### src/rtl/ascs_consts.vh
// Offsets, field layouts, reset values and timing for the scan/compare block
`ifndef ASCS_CONSTS_VH
`define ASCS_CONSTS_VH
`define ASCS_OFF_HIT_H 8'h00
`define ASCS_OFF_HIT_L 8'h04
`define ASCS_OFF_SCAN_H 8'h08
`define ASCS_OFF_SCAN_L 8'h0c
`define ASCS_OFF_MEAS_H 8'h10
`define ASCS_OFF_MEAS_L 8'h14
`define ASCS_OFF_CTRL 8'h18
`define ASCS_OFF_IRQ_STAT 8'h1c
`define ASCS_OFF_IRQ_MASK 8'h20
`define ASCS_OFF_STATUS 8'h24
`define ASCS_HIT_H_MASK 16'h03ff
`define ASCS_SCAN_H_MASK 16'h77ff
`define ASCS_MEAS_H_MASK 16'h73ff
`define ASCS_MEAS_H_MASK_64 16'h7300
`define ASCS_RESET_16 16'h0000
`define ASCS_CM_LSB 0
`define ASCS_WM_LSB 2
`define ASCS_DIV_LSB 8
`define ASCS_CTRL_MASK 16'hff0f
`define ASCS_CM_LESS 2'h0
`define ASCS_CM_GREATER 2'h1
`define ASCS_CM_INSIDE 2'h2
`define ASCS_CM_OUTSIDE 2'h3
`define ASCS_WM_COMPARE_ONLY 2'h2
`define ASCS_IRQ_HIT 0
`define ASCS_IRQ_SEQ 1
`define ASCS_IRQ_DONE 2
`define ASCS_IRQ_W 3
`define ASCS_INSTR_OSC_PERIODS 2
`define ASCS_RESP_OKAY 2'h0
`define ASCS_RESP_SLVERR 2'h2
`endif

### src/rtl/ascs_top.v
// Scan-select, compare-hit and measure-unit registers with AXI4-Lite access
// Function
// RULE_01 - Mode 11: hit flag sets on buffer write or match; else stays zero.
// RULE_02 - Other compare modes: hit flag sets only on a channel match.
// RULE_03 - Hit high word bits 9-0 channels 25-16; bits 15-10 read zero.
// RULE_04 - Scan includes channels whose select bit is one, skips zeros.
// RULE_05 - Scan high word: 30-28 in bits 14-12, 26-16 in 10-0.
// RULE_06 - Scan low word bits 15-0 map to channels 15-0.
// RULE_07 - Enable bit one connects the measure unit while that channel converts.
// RULE_08 - Measure high word: 30-28 in 14-12, 25-16 in 9-0, rest zero.
// RULE_09 - Reduced-pin build drops both hit-flag registers entirely.
// RULE_10 - Reduced-pin build drops measure enables for channels 23-16.
// RULE_11 - Conversion clock period is instruction cycle times divider plus one.
// RULE_12 - Compare mode: 00 below, 01 above, 10 inside, 11 outside window.
// RULE_13 - Write mode 10 compares only, stores nothing, still interrupts.
// RULE_14 - All implemented bits reset zero and are software read/write.
//
// The register addresses and register access over AXI4-Lite are this design's own decisions.
`timescale 1ns/1ps
module ascs_top #(
  parameter RES_W = 12,
  parameter REDUCED_PIN = 0
) (
  input wire sys_clk_i,
  input wire rst_i,
  input wire [7:0] s_axi_awaddr,
  input wire s_axi_awvalid,
  output wire s_axi_awready,
  input wire [31:0] s_axi_wdata,
  input wire [3:0] s_axi_wstrb,
  input wire s_axi_wvalid,
  output wire s_axi_wready,
  output reg [1:0] s_axi_bresp,
  output reg s_axi_bvalid,
  input wire s_axi_bready,
  input wire [7:0] s_axi_araddr,
  input wire s_axi_arvalid,
  output wire s_axi_arready,
  output reg [31:0] s_axi_rdata,
  output reg [1:0] s_axi_rresp,
  output reg s_axi_rvalid,
  input wire s_axi_rready,
  input wire conv_done_i,
  input wire [4:0] conv_chan_i,
  input wire [RES_W-1:0] conv_result_i,
  input wire [RES_W-1:0] buf_lo_i,
  input wire [RES_W-1:0] buf_hi_i,
  input wire seq_done_i,
  input wire osc_tick_i,
  output wire [30:0] scan_include_mask_o,
  output wire measure_unit_connect_o,
  output reg result_store_o,
  output reg [RES_W-1:0] result_data_o,
  output reg [4:0] result_chan_o,
  output reg tad_tick_o,
  output wire irq_o
);
`include "ascs_consts.vh"

  // Write-data mask for a register offset, used by the write path only; reads are not masked
  function [15:0] wmask;
    input [7:0] a;
    begin
      case (a)
        `ASCS_OFF_HIT_H: wmask = REDUCED_PIN ? 16'h0000 : `ASCS_HIT_H_MASK;
        `ASCS_OFF_HIT_L: wmask = REDUCED_PIN ? 16'h0000 : 16'hffff;
        `ASCS_OFF_SCAN_H: wmask = `ASCS_SCAN_H_MASK;
        `ASCS_OFF_SCAN_L: wmask = 16'hffff;
        `ASCS_OFF_MEAS_H: wmask = REDUCED_PIN ? `ASCS_MEAS_H_MASK_64 :
                                  `ASCS_MEAS_H_MASK;
        `ASCS_OFF_MEAS_L: wmask = 16'hffff;
        `ASCS_OFF_CTRL: wmask = `ASCS_CTRL_MASK;
        default: wmask = 16'h0000;
      endcase
    end
  endfunction

  function known;
    input [7:0] a;
    begin
      known = (a <= `ASCS_OFF_STATUS) && (a[1:0] == 2'h0);
    end
  endfunction

  reg [15:0] hit_h_q, hit_l_q, scan_h_q, scan_l_q, meas_h_q, meas_l_q;
  reg [15:0] ctrl_q;
  reg [`ASCS_IRQ_W-1:0] irq_stat_q, irq_mask_q;
  reg [7:0] awaddr_q;
  reg aw_held_q;
  reg [31:0] wdata_q;
  reg [3:0] wstrb_q;
  reg w_held_q;
  reg [7:0] tad_cnt_q;
  reg [1:0] osc_cnt_q;
  reg cyc_tick_q;

  wire [1:0] cm = ctrl_q[`ASCS_CM_LSB +: 2];
  wire [1:0] wm = ctrl_q[`ASCS_WM_LSB +: 2];
  wire [7:0] divider = ctrl_q[`ASCS_DIV_LSB +: 8];

  // Write address and data may arrive in either order
  assign s_axi_awready = !aw_held_q && !s_axi_bvalid;
  assign s_axi_wready = !w_held_q && !s_axi_bvalid;
  wire aw_ok = aw_held_q || (s_axi_awvalid && s_axi_awready);
  wire w_ok = w_held_q || (s_axi_wvalid && s_axi_wready);
  wire [7:0] wa = aw_held_q ? awaddr_q : s_axi_awaddr;
  wire [31:0] wd = w_held_q ? wdata_q : s_axi_wdata;
  wire [3:0] ws = w_held_q ? wstrb_q : s_axi_wstrb;
  wire wr_go = aw_ok && w_ok && !s_axi_bvalid;
  wire [15:0] byte_en = {{8{ws[1]}}, {8{ws[0]}}};
  wire [15:0] wr_bits = wd[15:0] & byte_en & wmask(wa);

  // Channel match and hit events
  wire match;
  ascs_match #(
    .RES_W(RES_W)
  ) u_match (
    .compare_mode_field_i(cm),
    .result_i(conv_result_i),
    .buf_lo_i(buf_lo_i),
    .buf_hi_i(buf_hi_i),
    .match_o(match)
  );

  wire [31:0] scan_all = {scan_h_q, scan_l_q};
  wire [31:0] meas_all = {meas_h_q, meas_l_q};
  wire chan_in = scan_all[conv_chan_i]; // see RULE_04
  wire stored = conv_done_i && chan_in &&
                (wm != `ASCS_WM_COMPARE_ONLY); // see RULE_13
  wire hit_ev = conv_done_i && chan_in &&
                (match || ((cm == `ASCS_CM_OUTSIDE) && stored));
  // see RULE_01 see RULE_02
  wire [31:0] hit_set = hit_ev ? (32'h1 << conv_chan_i) : 32'h0;

  assign scan_include_mask_o = {scan_h_q[14:12], 1'b0, scan_h_q[10:0],
                                scan_l_q}; // see RULE_05 see RULE_06
  assign measure_unit_connect_o = conv_done_i ? 1'b0 :
                                  meas_all[conv_chan_i]; // see RULE_07
  assign irq_o = |(irq_stat_q & irq_mask_q);

  // Hit flags: set wins over a software write
  always @(posedge sys_clk_i or posedge rst_i) begin
    if (rst_i) begin
      hit_h_q <= `ASCS_RESET_16;
      hit_l_q <= `ASCS_RESET_16;
    end else if (REDUCED_PIN == 0) begin // see RULE_09
      if (wr_go && wa == `ASCS_OFF_HIT_H)
        hit_h_q <= ((hit_h_q & ~(byte_en & `ASCS_HIT_H_MASK)) | wr_bits |
                   hit_set[31:16]) & `ASCS_HIT_H_MASK; // see RULE_03
      else
        hit_h_q <= (hit_h_q | hit_set[31:16]) & `ASCS_HIT_H_MASK;
      if (wr_go && wa == `ASCS_OFF_HIT_L)
        hit_l_q <= (hit_l_q & ~byte_en) | wr_bits | hit_set[15:0];
      else
        hit_l_q <= hit_l_q | hit_set[15:0];
    end
  end

  // Plain read/write registers
  always @(posedge sys_clk_i or posedge rst_i) begin
    if (rst_i) begin // see RULE_14
      scan_h_q <= `ASCS_RESET_16;
      scan_l_q <= `ASCS_RESET_16;
      meas_h_q <= `ASCS_RESET_16;
      meas_l_q <= `ASCS_RESET_16;
      ctrl_q <= `ASCS_RESET_16;
    end else if (wr_go) begin
      case (wa)
        `ASCS_OFF_SCAN_H: scan_h_q <= (scan_h_q & ~byte_en) | wr_bits;
        `ASCS_OFF_SCAN_L: scan_l_q <= (scan_l_q & ~byte_en) | wr_bits;
        `ASCS_OFF_MEAS_H: meas_h_q <= (meas_h_q & ~byte_en) |
                                      wr_bits; // see RULE_08 see RULE_10
        `ASCS_OFF_MEAS_L: meas_l_q <= (meas_l_q & ~byte_en) | wr_bits;
        `ASCS_OFF_CTRL: ctrl_q <= (ctrl_q & ~byte_en) | wr_bits;
        default: ctrl_q <= ctrl_q;
      endcase
    end
  end

  // Interrupt status: write one to clear, event set wins
  wire [`ASCS_IRQ_W-1:0] irq_ev = {conv_done_i && chan_in, seq_done_i,
                                    hit_ev};
  always @(posedge sys_clk_i or posedge rst_i) begin
    if (rst_i) begin
      irq_stat_q <= {`ASCS_IRQ_W{1'b0}};
      irq_mask_q <= {`ASCS_IRQ_W{1'b0}};
    end else begin
      if (wr_go && wa == `ASCS_OFF_IRQ_STAT && ws[0])
        irq_stat_q <= (irq_stat_q & ~wd[`ASCS_IRQ_W-1:0]) | irq_ev;
      else
        irq_stat_q <= irq_stat_q | irq_ev; // see RULE_13
      if (wr_go && wa == `ASCS_OFF_IRQ_MASK && ws[0])
        irq_mask_q <= wd[`ASCS_IRQ_W-1:0];
    end
  end

  // Result store strobe, suppressed in compare-only mode
  always @(posedge sys_clk_i or posedge rst_i) begin
    if (rst_i) begin
      result_store_o <= 1'b0;
      result_data_o <= {RES_W{1'b0}};
      result_chan_o <= 5'h00;
    end else begin
      result_store_o <= stored; // see RULE_13
      if (stored) begin
        result_data_o <= conv_result_i;
        result_chan_o <= conv_chan_i;
      end
    end
  end

  // Conversion clock: instruction cycle is two oscillator ticks
  always @(posedge sys_clk_i or posedge rst_i) begin
    if (rst_i) begin
      osc_cnt_q <= 2'h0;
      cyc_tick_q <= 1'b0;
      tad_cnt_q <= 8'h00;
      tad_tick_o <= 1'b0;
    end else begin
      cyc_tick_q <= 1'b0;
      tad_tick_o <= 1'b0;
      if (osc_tick_i) begin
        if (osc_cnt_q == `ASCS_INSTR_OSC_PERIODS - 1) begin // see RULE_11
          osc_cnt_q <= 2'h0;
          cyc_tick_q <= 1'b1;
        end else begin
          osc_cnt_q <= osc_cnt_q + 2'h1;
        end
      end
      if (cyc_tick_q) begin
        if (tad_cnt_q >= divider) begin // see RULE_11
          tad_cnt_q <= 8'h00;
          tad_tick_o <= 1'b1;
        end else begin
          tad_cnt_q <= tad_cnt_q + 8'h01;
        end
      end
    end
  end

  // Write channel bookkeeping and response
  always @(posedge sys_clk_i or posedge rst_i) begin
    if (rst_i) begin
      aw_held_q <= 1'b0;
      w_held_q <= 1'b0;
      awaddr_q <= 8'h00;
      wdata_q <= 32'h0;
      wstrb_q <= 4'h0;
      s_axi_bvalid <= 1'b0;
      s_axi_bresp <= `ASCS_RESP_OKAY;
    end else begin
      if (s_axi_bvalid && s_axi_bready)
        s_axi_bvalid <= 1'b0;
      if (wr_go) begin
        aw_held_q <= 1'b0;
        w_held_q <= 1'b0;
        s_axi_bvalid <= 1'b1;
        s_axi_bresp <= known(wa) ? `ASCS_RESP_OKAY : `ASCS_RESP_SLVERR;
      end else begin
        if (s_axi_awvalid && s_axi_awready) begin
          aw_held_q <= 1'b1;
          awaddr_q <= s_axi_awaddr;
        end
        if (s_axi_wvalid && s_axi_wready) begin
          w_held_q <= 1'b1;
          wdata_q <= s_axi_wdata;
          wstrb_q <= s_axi_wstrb;
        end
      end
    end
  end

  // Read path
  assign s_axi_arready = !s_axi_rvalid;
  reg [15:0] rd_val;
  always @* begin
    case (s_axi_araddr)
      `ASCS_OFF_HIT_H: rd_val = hit_h_q;
      `ASCS_OFF_HIT_L: rd_val = hit_l_q;
      `ASCS_OFF_SCAN_H: rd_val = scan_h_q;
      `ASCS_OFF_SCAN_L: rd_val = scan_l_q;
      `ASCS_OFF_MEAS_H: rd_val = meas_h_q;
      `ASCS_OFF_MEAS_L: rd_val = meas_l_q;
      `ASCS_OFF_CTRL: rd_val = ctrl_q;
      `ASCS_OFF_IRQ_STAT: rd_val = {13'h0, irq_stat_q};
      `ASCS_OFF_IRQ_MASK: rd_val = {13'h0, irq_mask_q};
      `ASCS_OFF_STATUS: rd_val = {8'h00, tad_cnt_q};
      default: rd_val = 16'h0000;
    endcase
  end

  always @(posedge sys_clk_i or posedge rst_i) begin
    if (rst_i) begin
      s_axi_rvalid <= 1'b0;
      s_axi_rdata <= 32'h0;
      s_axi_rresp <= `ASCS_RESP_OKAY;
    end else if (s_axi_arvalid && s_axi_arready) begin
      s_axi_rvalid <= 1'b1;
      s_axi_rdata <= {16'h0000, rd_val};
      s_axi_rresp <= known(s_axi_araddr) ? `ASCS_RESP_OKAY :
                     `ASCS_RESP_SLVERR;
    end else if (s_axi_rvalid && s_axi_rready) begin
      s_axi_rvalid <= 1'b0;
    end
  end
endmodule // ascs_top

### src/rtl/ascs_match.v
// Per-channel compare test against a buffer value or buffer pair
`timescale 1ns/1ps
module ascs_match #(
  parameter RES_W = 12
) (
  input wire [1:0] compare_mode_field_i,
  input wire [RES_W-1:0] result_i,
  input wire [RES_W-1:0] buf_lo_i,
  input wire [RES_W-1:0] buf_hi_i,
  output reg match_o
);
`include "ascs_consts.vh"
  always @* begin
    case (compare_mode_field_i) // see RULE_12
      `ASCS_CM_LESS: match_o = (result_i < buf_lo_i);
      `ASCS_CM_GREATER: match_o = (result_i > buf_lo_i);
      `ASCS_CM_INSIDE: match_o = (result_i >= buf_lo_i) &&
                                 (result_i <= buf_hi_i);
      `ASCS_CM_OUTSIDE: match_o = (result_i < buf_lo_i) ||
                                  (result_i > buf_hi_i);
      default: match_o = 1'b0;
    endcase
  end
endmodule // ascs_match

### config.mk
export PLATFORM = sky130hd
export DESIGN_NAME = ascs_top
export DESIGN_NICKNAME = d
export VERILOG_FILES = /design/src/rtl/ascs_top.v /design/src/rtl/ascs_match.v
export VERILOG_INCLUDE_DIRS = /design/src /design/src/rtl
export SDC_FILE = /design/constraint.sdc
export NUM_CORES = 1
export LEC_CHECK = 0
export BUFFER_PORTS_ARGS = -buffer_cell sky130_fd_sc_hd__buf_2
export CORE_UTILIZATION = 28
export DETAILED_ROUTE_END_ITERATION = 10
export MAX_ROUTING_LAYER = met4
export PLACE_DENSITY_LB_ADDON = 0.3
export SETUP_SLACK_MARGIN = 0.02
export SLEW_MARGIN = 20
export SYNTH_ARGS = -nofsm -noshare
export SYNTH_HDL_FRONTEND = slang
export SYNTH_HIERARCHICAL = 1
export SYNTH_SLANG_ARGS = --single-unit
### constraint.sdc
create_clock -name sys_clk_i -period 7.3 [get_ports sys_clk_i]
set_input_delay 1.46 -clock sys_clk_i [delete_from_list [all_inputs] [get_ports sys_clk_i]]
set_output_delay 1.46 -clock sys_clk_i [all_outputs]
set_load 0.005 [all_outputs]
==> summary.txt <==
Run status
  • Status: completed

Synth
  • Synth warnings: 6
  • Distinct cell type count after synthesis: 70
  • Post-synth EDFFs: 0
  • Post-synth top area share: 45.9%
  • Synth Cell Area: 10400 um2
  • Avg Cell Area, Syn: 10.9 um2
  • Post-synthesis sequential area ratio: 45.9%
  • Synth Register Bits: 190
  • Post-synthesis cell count: 952
  • Dominant cell type by area after synthesis: dfrtp_1
  • Leading register cell type out of synthesis: dfrtp_1
  • Asr flop ratio synth: 100%
  • Largest cells by area after synthesis: dfrtp_1 (46%), mux2_2 (5.9%), a22o_1 (4.6%)

Routing
  • Final WL: 34100 um
  • Routed wire length per instance: 21.7 um
  • Vias per cell: 5.39
  • Via count: 8458
  • Detail Route Antenna Nets: 0
  • TritonRoute pass-1 iters: 6
  • DRT iter0 DRCs: 660
  • Drt drc: 0

Worst setup path
  • Worst path max stage delay: 0.71 ns
  • Arr. time, crit path: 3.75 ns
  • FF-to-FF path depth: 6
  • Critical path required time: 5.84 ns
  • R2r setup slk: 3.49 ns
  • Startpoint types: input port
  • Kind of critical path: input port to output pin
  • Slowest cell on crit path: buf_2
  • Worst setup EP type: output pin
  • Crit-path max FO: 31
  • Crit path to: measure_unit_connect_o
  • Cell Chain, Critical Path: buf_2 > mux4_2 > mux4_2 > nand2_1 > a21oi_1 > buf_2
  • CP startpoint: conv_chan_i[0]
  • R2r startpoint: aw_held_q
  • R2r endpoint: scan_l_q[3]

Timing
  • Finish-stage setup viols: 0
  • Minimum clock period: 5.21 ns
  • FMAX: 192 MHz
  • Slew Viols, Final: 0
  • Skew final: 0.0136 ns
  • Slew headroom: 23.0%
  • Period utilisation layout: 71.4%
  • RSZ-0062 raised after global routing: no
  • Slew @ Worst Pin: 1.15 ns
  • Final setup TNS: 0 ns
  • Fin. Hold Viols: 0

Worst hold path
  • Hold crit path type: register to register

Placed design
  • Routability cong.: 0.895
  • Port bufs: 158
  • Placed cells: 1538
  • DP Wirelength: 25200 um

Clocking
  • Skew-Pair Late Insertion Delay: 0.45 ns
  • Root Buffer: clkbuf_16
  • Post-CTS sizing: 0
  • CTS clk-pin slew, worst paths: 0.08 ns
  • Post-CTS Repair Setup Buffers: 0
  • TritonCTS clock tree: built
  • H-tree levels: 4
  • CTS buffer count: 17
  • CTS max path bufs: 2
  • Hold Buf Count CTS: 0
  • Clock Sink Count: 190

Power and ir drop
  • Pwr Total: 2.92 mW
  • Worst vdd rail ir drop: 0.159 mV
  • Leakage: 5.51 nW
  • Power per cell area: 241 nW/um2

Cells and area
  • Share of layout cells above drive strength 1: 27.0%
  • Fin cells: 1570
  • Most common cell after layout, fill and taps aside: dfrtp_1
  • Layout overhead on the synthesized area: 16.9%
  • Nets: 1225
  • Antenna diodes: 0
  • Most frequent cells in the layout: dfrtp_1 (190), buf_2 (158), nand2_1 (78)

Global route
  • First-pass GRT wire length: 51900 um
  • Number of global-route vias before repair: 8308
  • Largest net degree at the start of global routing: 133
  • Initial antenna violation count: 0
  • Congestion Overflow GR: 0
  • Total GRT Usage: 18.8%

Floorplanning
  • Core Region: 36500 um2
  • Die Span Y: 194 um
  • Die X: 194 um
  • I/O pin cnt: 196
  • Die Area: 37800 um2
  • # rows: 70
  • Initial Util: 28.4%

Flow run
  • Max_cap viols: 0
area by class of cell:
class | instances | area, um2
inverter | 44 | 173
fill | 3701 | 24400
timing repair buffer | 173 | 903
tap | 468 | 586
clock inverter | 15 | 166
clock buffer | 17 | 425
sequential | 190 | 4750
multi-input combinational | 663 | 5110
flip-flops by register name, summed over array words and instances, names as in the netlist, 16 cells and up:
name,flops
s_axi_rdata,16
meas_h_q,16
hit_l_q,16
ctrl_q,16
scan_l_q,16
scan_h_q,16
meas_l_q,16
wdata_q,16
worst max-delay path, delay by kind of cell:
| family | cells | cell delay [ns] |
|---|---|---|
| AOI/OAI and AO/OA | 1 | 0.13 |
| buffers and inverters | 2 | 0.87 |
| muxes | 2 | 1.16 |
| and+or+nand+nor | 1 | 0.09 |
per-stage QoR:
stage	hold slack (ns)	area [um2]	util, %	setup WS (ns)
after floorplan	0.393	10400	-	0.670
after global placement	0.408	11500	31.5	2.11
after detailed placement	0.414	11500	31.5	2.09
after CTS	0.424	12100	33.2	2.10
after global routing	0.452	12100	33.2	2.04
final	0.421	12100	33.2	2.09
synth_stat cells (all sizes together) (3+ instances only):
cell type    n
a222oi       6
nand3       12
mux2        63
a22o        55
nor3        12
clkbuf      24
o21a         5
nor4b        5
o2bb2ai      9
nor4         9
a221oi       7
inv         44
nand2       78
dfrtp      190
and3         4
nand2b      10
a31oi        9
xor2         4
and2        16
ha          33
or4b         3
nor2        44
o22ai       10
mux2i       37
a221o        3
a22oi       43
o221ai       3
a21o        10
nor3b       10
o211ai       4
mux4        13
buf         49
nand4       16
nor2b        8
a32oi        4
a32o         3
o21ai       49
a21oi       20
cell families (layout without fill, tap and decap cells):
| logic type | count (synthesis) | count (layout) | share of synthesized area [%] |
|---|---|---|---|
| AOI/OAI and AO/OA | 252 | 252 | 18.1 |
| and+or+nand+nor | 240 | 240 | 12.0 |
| DFF | 190 | 190 | 45.9 |
| buffers and inverters | 117 | 249 | 5.88 |
| muxes | 113 | 113 | 13.6 |
| adders and majority gates | 33 | 33 | 3.98 |
| xor gates and xnor gates | 6 | 6 | 0.507 |
| other | 1 | 19 | 0.0362 |
worst min path at each step:
stage                 startpoint    endpoint  cells after the start
global placement    osc_cnt_q[1]  cyc_tick_q                      1
global route        osc_cnt_q[1]  cyc_tick_q                      1
floorplan           osc_cnt_q[1]  cyc_tick_q                      1
detailed placement  osc_cnt_q[1]  cyc_tick_q                      1
CTS                 osc_cnt_q[1]  cyc_tick_q                      1
finish              osc_cnt_q[1]  cyc_tick_q                      1
layer usage:
| layer | track usage (%) | vias up | routed length [um] |
|---|---|---|---|
| met1 | 23.5 | 4270 | 14400 |
| li1 | - | 3804 | - |
| met5 | - | - | 0 |
| met3 | 3.04 | 55 | 2000 |
| met2 | 30.8 | 329 | 16900 |
| met4 | 6.11 | 0 | 859 |
power breakdown:
part / internal, mW / total, mW / switching, mW / leakage (nW)
Sequential: 1.20 / 1.31 / 0.112 / 2.51
Combinational: 0.298 / 0.649 / 0.351 / 2.71
Clock: 0.463 / 0.960 / 0.498 / 0.288
Total: 1.96 / 2.92 / 0.961 / 5.51
Note: power is estimated with default switching activity, not from simulation.
